==> src/verilog/ttl_io_cfg.svh <==
// constants for the ttl i/o control block: reset values, pin levels, mode codes
// assumes inclusion by bare name from each design file
`ifndef TTL_IO_CFG_SVH
`define TTL_IO_CFG_SVH

// pin levels and the level an idle (pulled-up) input rests at
`define PIN_IDLE 1'b1
`define LEVEL_LOW 1'b0
`define LEVEL_HIGH 1'b1

// direction output encoding and its reset value
`define DIR_INFUSE 1'b1
`define DIR_WITHDRAW 1'b0
`define DIR_RESET `DIR_INFUSE

// program output reset level
`define PROG_OUT_RESET 1'b0

// motor-running output modes
`define RUN_MODE_PUMP_ONLY 1'b0
`define RUN_MODE_WITH_PAUSE 1'b1

// synchroniser fill counter: edges are reported only once both stages and the
// remembered level hold pin data, so a pin already low at reset makes no edge
`define SYNC_FILL_RESET 2'h0
`define SYNC_FILL_STEP 2'h1
`define SYNC_FILL_DONE 2'h3

// least spacing of level changes the far side keeps on trigger and direction pins
`define INPUT_MIN_GAP_MS 50
`define CLK_SYS_KHZ 100000
`define INPUT_MIN_GAP_CYC (`INPUT_MIN_GAP_MS * `CLK_SYS_KHZ)

`endif

==> src/verilog/ttl_io_pkg.sv <==
// types shared by the ttl i/o control block
// assumes nothing beyond a systemverilog compiler
package ttl_io_pkg;

   // operational trigger modes, selected by trigger_mode_setting
   typedef enum logic [3:0] {
      TRIG_OFF,
      TRIG_FOOT,
      TRIG_FOOT_HOLD,
      TRIG_FOOT_REV,
      TRIG_LEVEL_EDGE,
      TRIG_START_ONLY,
      TRIG_START_ONLY_REV,
      TRIG_STOP_ONLY,
      TRIG_STOP_ONLY_REV,
      TRIG_RUN_LOW,
      TRIG_RUN_HIGH,
      TRIG_STOP_LOW,
      TRIG_STOP_HIGH,
      TRIG_EVENT_TRAP,
      TRIG_BUTTON_EVENT
   } trig_mode_e;

   // direction input modes: reciprocating_setting is 0, dual_setting is 1
   typedef enum logic {
      RECIPROCATING_SETTING,
      DUAL_SETTING
   } dir_mode_e;

   // synchroniser state
   typedef struct packed {
      logic s1;
      logic s2;
      logic prev;
      logic [1:0] fill;
   } sync_s;

   // top-level control state
   typedef struct packed {
      logic dir;
      logic prog_out;
      logic motor_run;
      logic start_req;
      logic stop_req;
      logic event_trap_req;
      logic resume_req;
      logic level_wait;
      logic run_seen;
      logic [3:0] in_levels;
      logic in_levels_valid;
   } ctrl_s;

endpackage

==> src/verilog/pin_sync_edge.sv <==
// two-stage synchroniser with edge detection for one asynchronous input pin
// assumes the pin is unrelated to clk_sys; reports each edge once as a pulse
`timescale 1ns/1ps
`include "ttl_io_cfg.svh"

module pin_sync_edge
   import ttl_io_pkg::*;
(
   input wire logic clk_sys,
   input wire logic rst,
   input wire logic pin_async,
   output logic level,
   output logic rise,
   output logic fall
);

   sync_s st_r;
   sync_s st_nxt;

   // shift pin through two stages, remember last synchronised level
   always_comb begin
      st_nxt = st_r;
      st_nxt.s1 = pin_async;
      st_nxt.s2 = st_r.s1;
      st_nxt.prev = st_r.s2;
      if (st_r.fill != `SYNC_FILL_DONE) begin
         st_nxt.fill = st_r.fill + `SYNC_FILL_STEP;
      end
   end

   always_ff @(posedge clk_sys) begin
      if (rst) begin
         st_r <= '{s1: `PIN_IDLE, s2: `PIN_IDLE, prev: `PIN_IDLE, fill: `SYNC_FILL_RESET};
      end else begin
         st_r <= st_nxt;
      end
   end

   // edges only once both stages and the remembered level carry real pin data
   assign level = st_r.s2;
   assign rise = (st_r.fill == `SYNC_FILL_DONE) & st_r.s2 & ~st_r.prev;
   assign fall = (st_r.fill == `SYNC_FILL_DONE) & ~st_r.s2 & st_r.prev;

endmodule

==> src/verilog/jump_request_unit.sv <==
// phase jump requests from the event input and the program input
// assumes synchronised edges and levels from pin_sync_edge on the same clock
`timescale 1ns/1ps
`include "ttl_io_cfg.svh"

module jump_request_unit #(
   parameter int PHASE_W = 7
) (
   input wire logic clk_sys,
   input wire logic rst,
   input wire logic event_rise,
   input wire logic event_fall,
   input wire logic prog_in_level,
   input wire logic event_jump_fn,
   input wire logic either_edge_event_jump_fn,
   input wire logic [PHASE_W-1:0] event_phase,
   input wire logic conditional_input_jump_fn,
   input wire logic [PHASE_W-1:0] cond_phase,
   output logic jump_req,
   output logic [PHASE_W-1:0] jump_phase,
   output logic cond_done
);

   typedef struct packed {
      logic req;
      logic [PHASE_W-1:0] phase;
      logic done;
   } jump_s;

   jump_s st_r;
   jump_s st_nxt;

   // conditional test takes precedence over an event jump in the same cycle
   always_comb begin
      st_nxt = st_r;
      st_nxt.req = 1'b0;
      st_nxt.done = conditional_input_jump_fn;
      if (conditional_input_jump_fn) begin
         if (prog_in_level == `LEVEL_LOW) begin
            st_nxt.req = 1'b1;
            st_nxt.phase = cond_phase;
         end
      end else if (either_edge_event_jump_fn && (event_rise || event_fall)) begin
         st_nxt.req = 1'b1;
         st_nxt.phase = event_phase;
      end else if (event_jump_fn && event_fall) begin
         st_nxt.req = 1'b1;
         st_nxt.phase = event_phase;
      end
   end

   always_ff @(posedge clk_sys) begin
      if (rst) begin
         st_r <= '0;
      end else begin
         st_r <= st_nxt;
      end
   end

   assign jump_req = st_r.req;
   assign jump_phase = st_r.phase;
   assign cond_done = st_r.done;

endmodule

==> src/verilog/pump_ttl_io_control.sv <==
// control logic behind the pump's ttl i/o connector
// assumes one clock clk_sys at 100 MHz, synchronous active-high rst,
// and a program sequencer that answers the one-cycle request pulses
`timescale 1ns/1ps
`include "ttl_io_cfg.svh"

// Function
// - trigger and direction pins ignored while keypad editing is under way
// - trigger and direction pins ignored while an alarm is present
// - foot switch mode: each falling edge toggles the program
// - foot switch hold: falling edge starts, following rising edge stops
// - reversed foot switch: each rising edge toggles the program
// - level control edges: falling edge stops, rising edge starts
// - start only: the edge may only start, and only when a start is allowed
// - stop only: the edge may only stop, never start
// - level modes act on the present level, run or stop while it matches
// - trigger off: the trigger pin has no effect
// - event trap mode redirects trigger stops; button event redirects the stop key
// - motor output shows pumping, plus pause timer when mode is 1
// - direction pin acts like the direction key, only where that is permitted
// - reciprocating: fall while withdrawing gives infuse, rise while infusing gives withdraw
// - dual: rise while withdrawing gives infuse, fall while infusing gives withdraw
// - direction output high for infuse, low for withdraw
// - set-output function drives the program output to its level
// - armed event jump: falling event edge jumps to the target phase
// - armed either-edge event jump: any event edge jumps to the phase
// - conditional input: low program input jumps to the given phase
// - pause until trigger: trigger activation resumes the program
// - host reads the four input levels and sets the program output
module pump_ttl_io_control
   import ttl_io_pkg::*;
#(
   parameter int PHASE_W = 7
) (
   input wire logic clk_sys,
   input wire logic rst,
   input wire logic trig_pin,
   input wire logic dir_pin,
   input wire logic event_pin,
   input wire logic prog_in_pin,
   input wire trig_mode_e trigger_mode_setting,
   input wire dir_mode_e dir_input_mode,
   input wire logic run_output_mode,
   input wire logic keypad_editing,
   input wire logic alarm_active,
   input wire logic prog_running,
   input wire logic start_allowed,
   input wire logic motor_pumping,
   input wire logic pause_timer_active,
   input wire logic pause_until_trigger_fn,
   input wire logic stop_key_press,
   input wire logic dir_key_press,
   input wire logic dir_key_permitted,
   input wire logic set_output_fn,
   input wire logic set_output_level,
   input wire logic event_jump_fn,
   input wire logic either_edge_event_jump_fn,
   input wire logic [PHASE_W-1:0] event_phase,
   input wire logic conditional_input_jump_fn,
   input wire logic [PHASE_W-1:0] cond_phase,
   input wire logic host_in_query,
   input wire logic host_out_wr,
   input wire logic host_out_level,
   output logic start_req,
   output logic stop_req,
   output logic event_trap_req,
   output logic resume_req,
   output logic jump_req,
   output logic [PHASE_W-1:0] jump_phase,
   output logic cond_done,
   output logic motor_run_pin,
   output logic dir_out_pin,
   output logic prog_out_pin,
   output logic [3:0] in_levels,
   output logic in_levels_valid
);

   ctrl_s st_r;
   ctrl_s st_nxt;

   logic trig_level;
   logic trig_rise;
   logic trig_fall;
   logic dir_level;
   logic dir_rise;
   logic dir_fall;
   logic event_level;
   logic event_rise;
   logic event_fall;
   logic prog_in_level;

   // pin synchronisers
   pin_sync_edge u_sync_trig (
      .clk_sys(clk_sys),
      .rst(rst),
      .pin_async(trig_pin),
      .level(trig_level),
      .rise(trig_rise),
      .fall(trig_fall)
   );

   pin_sync_edge u_sync_dir (
      .clk_sys(clk_sys),
      .rst(rst),
      .pin_async(dir_pin),
      .level(dir_level),
      .rise(dir_rise),
      .fall(dir_fall)
   );

   pin_sync_edge u_sync_event (
      .clk_sys(clk_sys),
      .rst(rst),
      .pin_async(event_pin),
      .level(event_level),
      .rise(event_rise),
      .fall(event_fall)
   );

   pin_sync_edge u_sync_prog_in (
      .clk_sys(clk_sys),
      .rst(rst),
      .pin_async(prog_in_pin),
      .level(prog_in_level),
      .rise(),
      .fall()
   );

   // event and conditional phase jumps
   jump_request_unit #(
      .PHASE_W(PHASE_W)
   ) u_jump (
      .clk_sys(clk_sys),
      .rst(rst),
      .event_rise(event_rise),
      .event_fall(event_fall),
      .prog_in_level(prog_in_level),
      .event_jump_fn(event_jump_fn),
      .either_edge_event_jump_fn(either_edge_event_jump_fn),
      .event_phase(event_phase),
      .conditional_input_jump_fn(conditional_input_jump_fn),
      .cond_phase(cond_phase),
      .jump_req(jump_req),
      .jump_phase(jump_phase),
      .cond_done(cond_done)
   );

   logic ignore_ext;
   logic edge_start;
   logic edge_stop;
   logic edge_toggle;
   logic lvl_start;
   logic lvl_stop;
   logic want_start;
   logic want_stop;
   logic lvl_demand;

   // decode the trigger pin into start, stop and toggle demands
   always_comb begin
      ignore_ext = keypad_editing | alarm_active;
      edge_start = 1'b0;
      edge_stop = 1'b0;
      edge_toggle = 1'b0;
      lvl_start = 1'b0;
      lvl_stop = 1'b0;
      unique case (trigger_mode_setting)
         TRIG_OFF: begin
            edge_toggle = 1'b0;
         end
         TRIG_FOOT, TRIG_EVENT_TRAP, TRIG_BUTTON_EVENT: begin
            edge_toggle = trig_fall;
         end
         TRIG_FOOT_HOLD: begin
            edge_start = trig_fall;
            edge_stop = trig_rise;
         end
         TRIG_FOOT_REV: begin
            edge_toggle = trig_rise;
         end
         TRIG_LEVEL_EDGE: begin
            edge_start = trig_rise;
            edge_stop = trig_fall;
         end
         TRIG_START_ONLY: begin
            edge_start = trig_fall & start_allowed;
         end
         TRIG_START_ONLY_REV: begin
            edge_start = trig_rise & start_allowed;
         end
         TRIG_STOP_ONLY: begin
            edge_stop = trig_fall;
         end
         TRIG_STOP_ONLY_REV: begin
            edge_stop = trig_rise;
         end
         TRIG_RUN_LOW: begin
            lvl_start = (trig_level == `LEVEL_LOW);
            lvl_stop = (trig_level == `LEVEL_HIGH);
         end
         TRIG_RUN_HIGH: begin
            lvl_start = (trig_level == `LEVEL_HIGH);
            lvl_stop = (trig_level == `LEVEL_LOW);
         end
         TRIG_STOP_LOW: begin
            lvl_stop = (trig_level == `LEVEL_LOW);
         end
         TRIG_STOP_HIGH: begin
            lvl_stop = (trig_level == `LEVEL_HIGH);
         end
         default: begin
            edge_toggle = 1'b0; // undefined setting codes act as off
         end
      endcase
      // a level demand only counts when it differs from the program state
      lvl_start = lvl_start & ~prog_running;
      lvl_stop = lvl_stop & prog_running;
      lvl_demand = lvl_start | lvl_stop;
      want_start = ~ignore_ext & (edge_start | (edge_toggle & ~prog_running)
                   | (lvl_start & ~st_r.level_wait));
      want_stop = ~ignore_ext & (edge_stop | (edge_toggle & prog_running)
                  | (lvl_stop & ~st_r.level_wait));
   end

   // next control state
   always_comb begin
      st_nxt = st_r;
      st_nxt.start_req = 1'b0;
      st_nxt.stop_req = 1'b0;
      st_nxt.event_trap_req = 1'b0;
      st_nxt.resume_req = 1'b0;
      st_nxt.in_levels_valid = 1'b0;
      st_nxt.run_seen = prog_running;

      // trigger activation: resume a paused program, else start or stop
      if (pause_until_trigger_fn && ~ignore_ext && (edge_start || edge_toggle || lvl_start)) begin
         st_nxt.resume_req = 1'b1;
      end else if (want_start) begin
         st_nxt.start_req = 1'b1;
      end else if (want_stop) begin
         if (trigger_mode_setting == TRIG_EVENT_TRAP) begin
            st_nxt.event_trap_req = 1'b1;
         end else begin
            st_nxt.stop_req = 1'b1;
         end
      end

      // front-panel stop key, redirected in button event mode
      if (stop_key_press) begin
         if (trigger_mode_setting == TRIG_BUTTON_EVENT) begin
            st_nxt.event_trap_req = 1'b1;
         end else begin
            st_nxt.stop_req = 1'b1;
         end
      end

      // one level request per program state change
      if (!lvl_demand || (st_r.run_seen != prog_running)) begin
         st_nxt.level_wait = 1'b0;
      end else if (want_start || want_stop) begin
         st_nxt.level_wait = 1'b1;
      end

      // direction key, then the direction pin where the key is permitted
      if (dir_key_press && dir_key_permitted) begin
         st_nxt.dir = ~st_r.dir;
      end
      if (dir_key_permitted && !ignore_ext) begin
         if (dir_input_mode == RECIPROCATING_SETTING) begin
            if (st_r.dir == `DIR_WITHDRAW && dir_fall) begin
               st_nxt.dir = `DIR_INFUSE;
            end else if (st_r.dir == `DIR_INFUSE && dir_rise) begin
               st_nxt.dir = `DIR_WITHDRAW;
            end
         end else begin
            if (st_r.dir == `DIR_WITHDRAW && dir_rise) begin
               st_nxt.dir = `DIR_INFUSE;
            end else if (st_r.dir == `DIR_INFUSE && dir_fall) begin
               st_nxt.dir = `DIR_WITHDRAW;
            end
         end
      end

      // program output: host write wins over the program in the same cycle
      if (host_out_wr) begin
         st_nxt.prog_out = host_out_level;
      end else if (set_output_fn) begin
         st_nxt.prog_out = set_output_level;
      end

      // motor-running output
      if (run_output_mode == `RUN_MODE_WITH_PAUSE) begin
         st_nxt.motor_run = motor_pumping | pause_timer_active;
      end else begin
         st_nxt.motor_run = motor_pumping;
      end

      // host query snapshot of the input pins
      if (host_in_query) begin
         st_nxt.in_levels = {prog_in_level, event_level, dir_level, trig_level};
         st_nxt.in_levels_valid = 1'b1;
      end
   end

   always_ff @(posedge clk_sys) begin
      if (rst) begin
         st_r <= '0;
         st_r.dir <= `DIR_RESET;
         st_r.prog_out <= `PROG_OUT_RESET;
      end else begin
         st_r <= st_nxt;
      end
   end

   // outputs straight from state
   assign start_req = st_r.start_req;
   assign stop_req = st_r.stop_req;
   assign event_trap_req = st_r.event_trap_req;
   assign resume_req = st_r.resume_req;
   assign motor_run_pin = st_r.motor_run;
   assign dir_out_pin = st_r.dir;
   assign prog_out_pin = st_r.prog_out;
   assign in_levels = st_r.in_levels;
   assign in_levels_valid = st_r.in_levels_valid;

endmodule

==> config.mk <==
export PLATFORM = sky130hd
export DESIGN_NAME = pump_ttl_io_control
export DESIGN_NICKNAME = d
export VERILOG_FILES = /design/src/verilog/ttl_io_pkg.sv /design/src/verilog/pin_sync_edge.sv /design/src/verilog/jump_request_unit.sv /design/src/verilog/pump_ttl_io_control.sv
export VERILOG_INCLUDE_DIRS = /design/src /design/src/verilog
export SDC_FILE = /design/constraint.sdc
export NUM_CORES = 1
export LEC_CHECK = 0
export ABC_CLOCK_PERIOD_IN_PS = 2000
export BUFFER_PORTS_ARGS = -buffer_cell sky130_fd_sc_hd__buf_4
export CORE_MARGIN = 8
export CORE_UTILIZATION = 50
export CTS_BUF_LIST = sky130_fd_sc_hd__clkbuf_8
export DETAILED_ROUTE_END_ITERATION = 8
export HOLD_SLACK_MARGIN = 0.06
export PLACE_DENSITY = 0.81
export SETUP_SLACK_MARGIN = 0.05
export SKIP_LAST_GASP = 1
export SYNTH_ARGS = -nofsm -noshare
export SYNTH_HDL_FRONTEND = slang
export SYNTH_SLANG_ARGS = --single-unit
export TNS_END_PERCENT = 10
==> constraint.sdc <==
create_clock -name clk_sys -period 2 [get_ports clk_sys]
set_input_delay 0.1 -clock clk_sys [delete_from_list [all_inputs] [get_ports clk_sys]]
set_output_delay 0.1 -clock clk_sys [all_outputs]
set_load 0.05 [all_outputs]
== After elaboration in Yosys (flattened, before gate mapping) ==
Cells that the tools add are included.

* Muxes and demuxes: 30
* Add/sub/neg operators: 3
* Eq/ne operators: 22
* Reductions and logical operators: 27
* Bitwise gates (word level): 39

{| class="wikitable"
|+ Operators with widths
! cell !! count
|-
| $mux W8 || 4
|-
| $eq A4 B4 Y1 const B || 7
|-
| $and A1 B1 Y1 || 22
|-
| $mux W1 || 17
|-
| $eq A4 B3 Y1 const B || 4
|-
| $reduce_or A2 Y1 || 6
|-
| $logic_and A1 B1 Y1 || 10
|-
| $not A1 Y1 || 10
|-
| $eq A4 B2 Y1 const B || 2
|-
| $mux W2 || 4
|-
| $ne A2 B2 Y1 const B || 4
|-
| $pmux W1 S2 || 4
|-
| $or A1 B1 Y1 || 7
|-
| $add A2 B1 Y2 const B || 3
|-
| $eq A2 B2 Y1 const B || 3
|-
| $logic_or A1 B1 Y1 || 5
|-
| $eq A4 B1 Y1 const B || 1
|-
| $pmux W1 S4 || 1
|-
| $reduce_bool A3 Y1 || 1
|-
| $reduce_or A3 Y1 || 1
|-
| $logic_not A1 Y1 || 2
|-
| $reduce_and A2 Y1 || 1
|-
| $reduce_bool A2 Y1 || 1
|-
| $ne A1 B1 Y1 || 1
|}

* Flip-flop bits (word level): 40
* Logic and storage cells: 149
* Output and inout bits: 21
* Bits of input ports: 44

== Logic depth before layout (Yosys ltp) ==
* Depth in word-level cells: 13
* Depth in mapped cells: 7

== Modules after synthesis ==
Synthesis repeated with hierarchy kept, for this count alone.

* Cells, all modules: 215
* Area total of the unflattened synthesis: 2,153.3 um^2

{| class="wikitable"
|+ Modules (own cells, without submodules)
! module !! area an instance (um^2) !! times used !! cells an instance
|-
| pump_ttl_io_control || 969.7 || 1 || 101
|-
| pin_sync_edge || 175.2 || 4 || 16
|-
| jump_request_unit || 483.0 || 1 || 50
|}

== Least setup slack after synthesis ==
Ideal clock, no wire load.

* Path kind: register -> register
* From: reg u_sync_trig.st_r[0] in the netlist's numbering
* To: reg st_r, in the netlist event_trap_req
* Library setup time: 0.067 ns
* Stages on the path, launching flop included: 8
* Buffers on the path: 1
* Arrival time: 1.608 ns
* Path slack: 0.325 ns
* Path through: dfxtp_1 > ha_1 > clkbuf_1 > nand3b_1 > or4b_1 > o211ai_2 > o211ai_2 > a21oi_2

* Word-level cells in the longest chain between the ends: 13
* Elaborated cells between the ends (all ways): 26

{| class="wikitable"
|+ Ends and longest elaborated chain
! element !! RTL line !! text
|-
| start: declaration || pin_sync_edge.sv:17 || <nowiki>sync_s st_r;</nowiki>
|-
| start signal: assignment || pin_sync_edge.sv:33 || <nowiki>st_r <= '{s1: `PIN_IDLE, s2: `PIN_IDLE, prev: `PIN_IDLE, fill: `SYNC_FILL_RESET};</nowiki>
|-
| start signal: assignment || pin_sync_edge.sv:35 || <nowiki>st_r <= st_nxt;</nowiki>
|-
| $eq A2 B2 Y1 (no source line) (*) || - ||
|-
| $and A1 B1 Y1, on equally long branches (2 in a row) || pin_sync_edge.sv:41, pin_sync_edge.sv:42 ||
|-
| $pmux W1 S2 || pump_ttl_io_control.sv:166 || <nowiki>unique case (trigger_mode_setting)</nowiki>
|-
| $and A1 B1 Y1 || pump_ttl_io_control.sv:220 || <nowiki>want_stop = ~ignore_ext & (edge_stop | (edge_toggle & prog_running)</nowiki>
|-
| $or A1 B1 Y1 || pump_ttl_io_control.sv:220 ||
|-
| $or A1 B1 Y1 || pump_ttl_io_control.sv:221 || <nowiki>| (lvl_stop & ~st_r.level_wait));</nowiki>
|-
| $and A1 B1 Y1 || pump_ttl_io_control.sv:220 ||
|-
| $mux W2 || pump_ttl_io_control.sv:239 || <nowiki>end else if (want_stop) begin</nowiki>
|-
| $mux W2 || pump_ttl_io_control.sv:237 || <nowiki>end else if (want_start) begin</nowiki>
|-
| $mux W2 (*) || pump_ttl_io_control.sv:235 || <nowiki>if (pause_until_trigger_fn && ~ignore_ext && (edge_start || edge_toggle || lvl_start)) begin</nowiki>
|-
| $mux W1 || pump_ttl_io_control.sv:249 || <nowiki>if (trigger_mode_setting == TRIG_BUTTON_EVENT) begin</nowiki>
|-
| $mux W2 (*) || pump_ttl_io_control.sv:248 || <nowiki>if (stop_key_press) begin</nowiki>
|-
| end signal: assignment || pump_ttl_io_control.sv:310 || <nowiki>st_r <= st_nxt;</nowiki>
|-
| end: declaration || pump_ttl_io_control.sv:78 || <nowiki>ctrl_s st_r;</nowiki>
|}

Every way passes the cells marked *; elsewhere a longest branch is shown, timed or not.
A chain may end at the register's enable or synchronous reset.

== Worst setup path after layout ==
Same ends and word-level chain as after synthesis.

==> out/summary.txt <==
status: finished clean
nets@finish: 301
Vias/cell: 5.100
GR Overflow Total: 0
ANT nets after route: 0
drt pass-1 iters: 4
FF-to-FF Start: u_sync_trig.st_r[0]$_SDFFE_PP0P_
Most common cell on crit path: o211ai_2
worst setup margin: 278.4 ps
proportion of layout cells with a drive suffix above 1: 0.3608
final hold viol count: 0
Syn Inst Count: 188
Multi-input gate area: 865.8 um^2
CP Capture Point: event_trap_req$_SDFF_PP0_
IO Count: 65
Syn Std Cell Area: 0.001749 mm^2
H-Tree Depth: 2
post-layout min period: 1722 ps
TritonCTS buffer count: 5
CTS tree: yes
area delta synth->final: 38.77%
worst IR drop on VDD: 652.3 uV
post-CTS setup buffer count: 0
pin count of the biggest net entering global routing: 39
PortBufs: 64
first-pass GRT wire length: 6.458 mm
clock-pin slew on the worst setup and hold paths: 80 ps
Setup CP Type: flip-flop to flip-flop
root buf cell: clkbuf_8
final setup skew: 10.17 ps
R2R Setup Slk: 280 ps
Clock Path Buffers: 2
CP delay by family, top: simple AND/OR/NAND/NOR gates
synth unique cells: 36
LEAKAGE: 1.058 nW
worst hold slack: 73.02 ps
Critical Path Max Stage Delay: 520 ps
register area share after synthesis: 0.4578
CP arrival: 1950 ps
max_slew headroom: 0.5413
R2R Path End: event_trap_req$_SDFF_PP0_
gpl congestion: 0.8439
#FFs+latches synth: 40
DRT Wirelength: 4.270 mm
Core Region: 0.003337 mm^2
Total Routing Usage GR: 0.1499
Worst Reg-to-Reg Cells: 6
measured slew at the worst slew-check pin: 684.8 ps
initial antenna violation count: 0
CTS resizes: 0
crit path from: u_sync_trig.st_r[0]$_SDFFE_PP0P_
DR vias: 1535
# DRC: 0
fill count: 275
Iter 0 DRT Violations: 51
Mean Syn Cell Area: 9.304 um^2
post-DR wirelength/cell: 14.19 um
Max Fclk: 580.8 MHz
Detailed Place HPWL: 3.060 mm
# diodes: 0
Worst Path Buf+Inv: 0
Row Count: 21
unrepaired setup endpoints after global routing: no
Final Cycle Share: 0.8608
full die area: 0.005647 mm^2
startpoint types: flip-flop
FF/Latch Area: 800.8 um^2
clk_lat worst skew: 300 ps
Slew Viols, Final: 0
synthesis warning total: 0
Die W: 75.15 um
Worst setup EP type: flip-flop
crit path max-delay cell type: or4b_1
max-cap violations: 0
clock sink count: 40
Critical Path, Cell by Cell: ha_1 > nand3b_1 > or4b_1 > o211ai_2 > o211ai_2 > a21oi_2
Hold Path Stages: 3
Pwr Density: 791.7 mW/mm^2
number of global-route vias before repair: 1486
crit-path max FO: 6
Critical Path Stages: 6
syn_nets: 235
pre-CTS WS: 308.3 ps
power consumption: 1.922 mW
starting density of the core: 0.5242
Setup TNS: 0 ps
Finish-stage setup viols: 0
WP data required: 2230 ps
Die Y-Extent: 75.15 um
HP Class: primary input to flip-flop
routing by layer:
metal | track usage | vias up | wire (um)
met5 | 0 | - | 0
met4 | 0.05544 | 0 | 55
met2 | 0.2649 | 53 | 2145
met1 | 0.1540 | 694 | 1719
li1 | - | 781 | -
met3 | 0.06258 | 7 | 349
timing repair:
action                                 in CTS  in global routing
hold buffers                                9                  0
endpoints found under the hold margin       7                  0
setup endpoints to repair                   0                  0
synth_stat cells (all sizes together):
cell type	instances	area, um^2
or4b	1	10.01
nand2	11	41.29
a21oi	13	68.82
o21ai	5	25.02
a31oi	5	31.28
dfxtp	40	800.8
xnor2	3	26.28
nor3	2	10.01
buf	5	37.54
mux2i	11	110.1
clkbuf	9	33.78
a22oi	8	60.06
xor2	4	35.03
nand3b	3	22.52
o22a	1	8.760
o211ai	2	25.02
nor2	20	75.07
nand2b	5	31.28
inv	3	11.26
nor2b	5	33.78
o21bai	1	7.510
or4	1	11.26
and2b	2	20.02
and3	2	12.51
nand3	3	15.01
ha	3	37.54
nand4	1	6.260
nor3b	1	12.51
nor4b	2	17.52
nand4b	3	26.28
or2	11	68.82
a31o	1	8.760
o31ai	1	7.510
kinds of logic (layout without fill, tap and decap cells):
| kind of cell | after synthesis | in the layout | share of synthesized area |
|---|---|---|---|
| AOI/OAI and AO/OA | 37 | 37 | 0.1388 |
| xor gates and xnor gates | 7 | 7 | 0.03505 |
| adders and majority gates | 3 | 3 | 0.02146 |
| buffers and inverters | 17 | 84 | 0.04721 |
| DFF | 40 | 40 | 0.4578 |
| muxes | 11 | 11 | 0.06295 |
| and+or+nand+nor | 73 | 73 | 0.2368 |
where the power goes:
part / switching [mW] / internal (mW) / total [mW]
clock network: 0.282 / 0.408 / 0.690
registers: 0.0296 / 0.852 / 0.882
logic: 0.182 / 0.168 / 0.350
final cells by class:
cell class / instances / share of cell area
Multi-Input combinational cell: 131 / 0.3567
Sequential cell: 40 / 0.3299
Timing Repair Buffer: 73 / 0.2351
Clock buffer: 6 / 0.03402
Tap cell: 46 / 0.02371
Clock inverter: 2 / 0.01598
Inverter: 3 / 0.004639
stage by stage:
stage	std cells	utilization	cell area, um^2
2_1_floorplan	188	-	1749
3_3_place_gp	284	0.6640	2216
3_5_place_dp	284	0.6640	2216
4_1_cts	301	0.7274	2427
5_1_grt	301	0.7274	2427
6_report	301	0.7274	2427
worst register-to-register path: stages (launching register included):
cell,delay [ps]
dfxtp_1,350
ha_1,290
nand3b_1,130
or4b_1,520
o211ai_2,100
o211ai_2,120
a21oi_2,150
layout by cell type, fill, tap and decap left out, types with 2 or more instances in the layout:
cell type,count
xor2_1,4
nand2b_1,5
a31oi_1,5
a22oi_1,8
and2b_4,2
xnor2_1,3
nand3b_1,3
o21ai_0,4
or2_2,11
nor2_1,20
nand3_1,3
buf_4,64
clkbuf_8,6
inv_1,3
ha_1,3
nor4b_1,2
and3_1,2
mux2i_1,11
nor2b_1,4
dfxtp_1,40
dlygate4sd3_1,9
nand2_1,11
nor3_1,2
nand4b_1,3
a21oi_1,12
o211ai_2,2
sequential cells by signal, indices dropped and copies added (netlist names), 2 cells and up:
register           cells
in_levels              4
u_sync_trig.st_r       3
u_sync_event.st_r      3
u_jump.jump_phase      7
st_r                   2
u_sync_dir.st_r        3
worst min-delay path by stage:
stage	start	to	slack (ps)
3_5_place_dp	event_pin	u_sync_event.st_nxt[3]$_SDFF_PP1_	290
5_1_grt	cond_phase[1]	u_jump.jump_phase[1]$_SDFFE_PP0P_	80
4_1_cts	cond_phase[5]	u_jump.jump_phase[5]$_SDFFE_PP0P_	70
3_3_place_gp	prog_in_pin	u_sync_prog_in.st_nxt[3]$_SDFF_PP1_	280
2_1_floorplan	dir_pin	u_sync_dir.st_nxt[3]$_SDFF_PP1_	200
6_report	conditional_input_jump_fn	u_jump.cond_done$_SDFF_PP0_	70
Power figures use the tool's default switching activity.
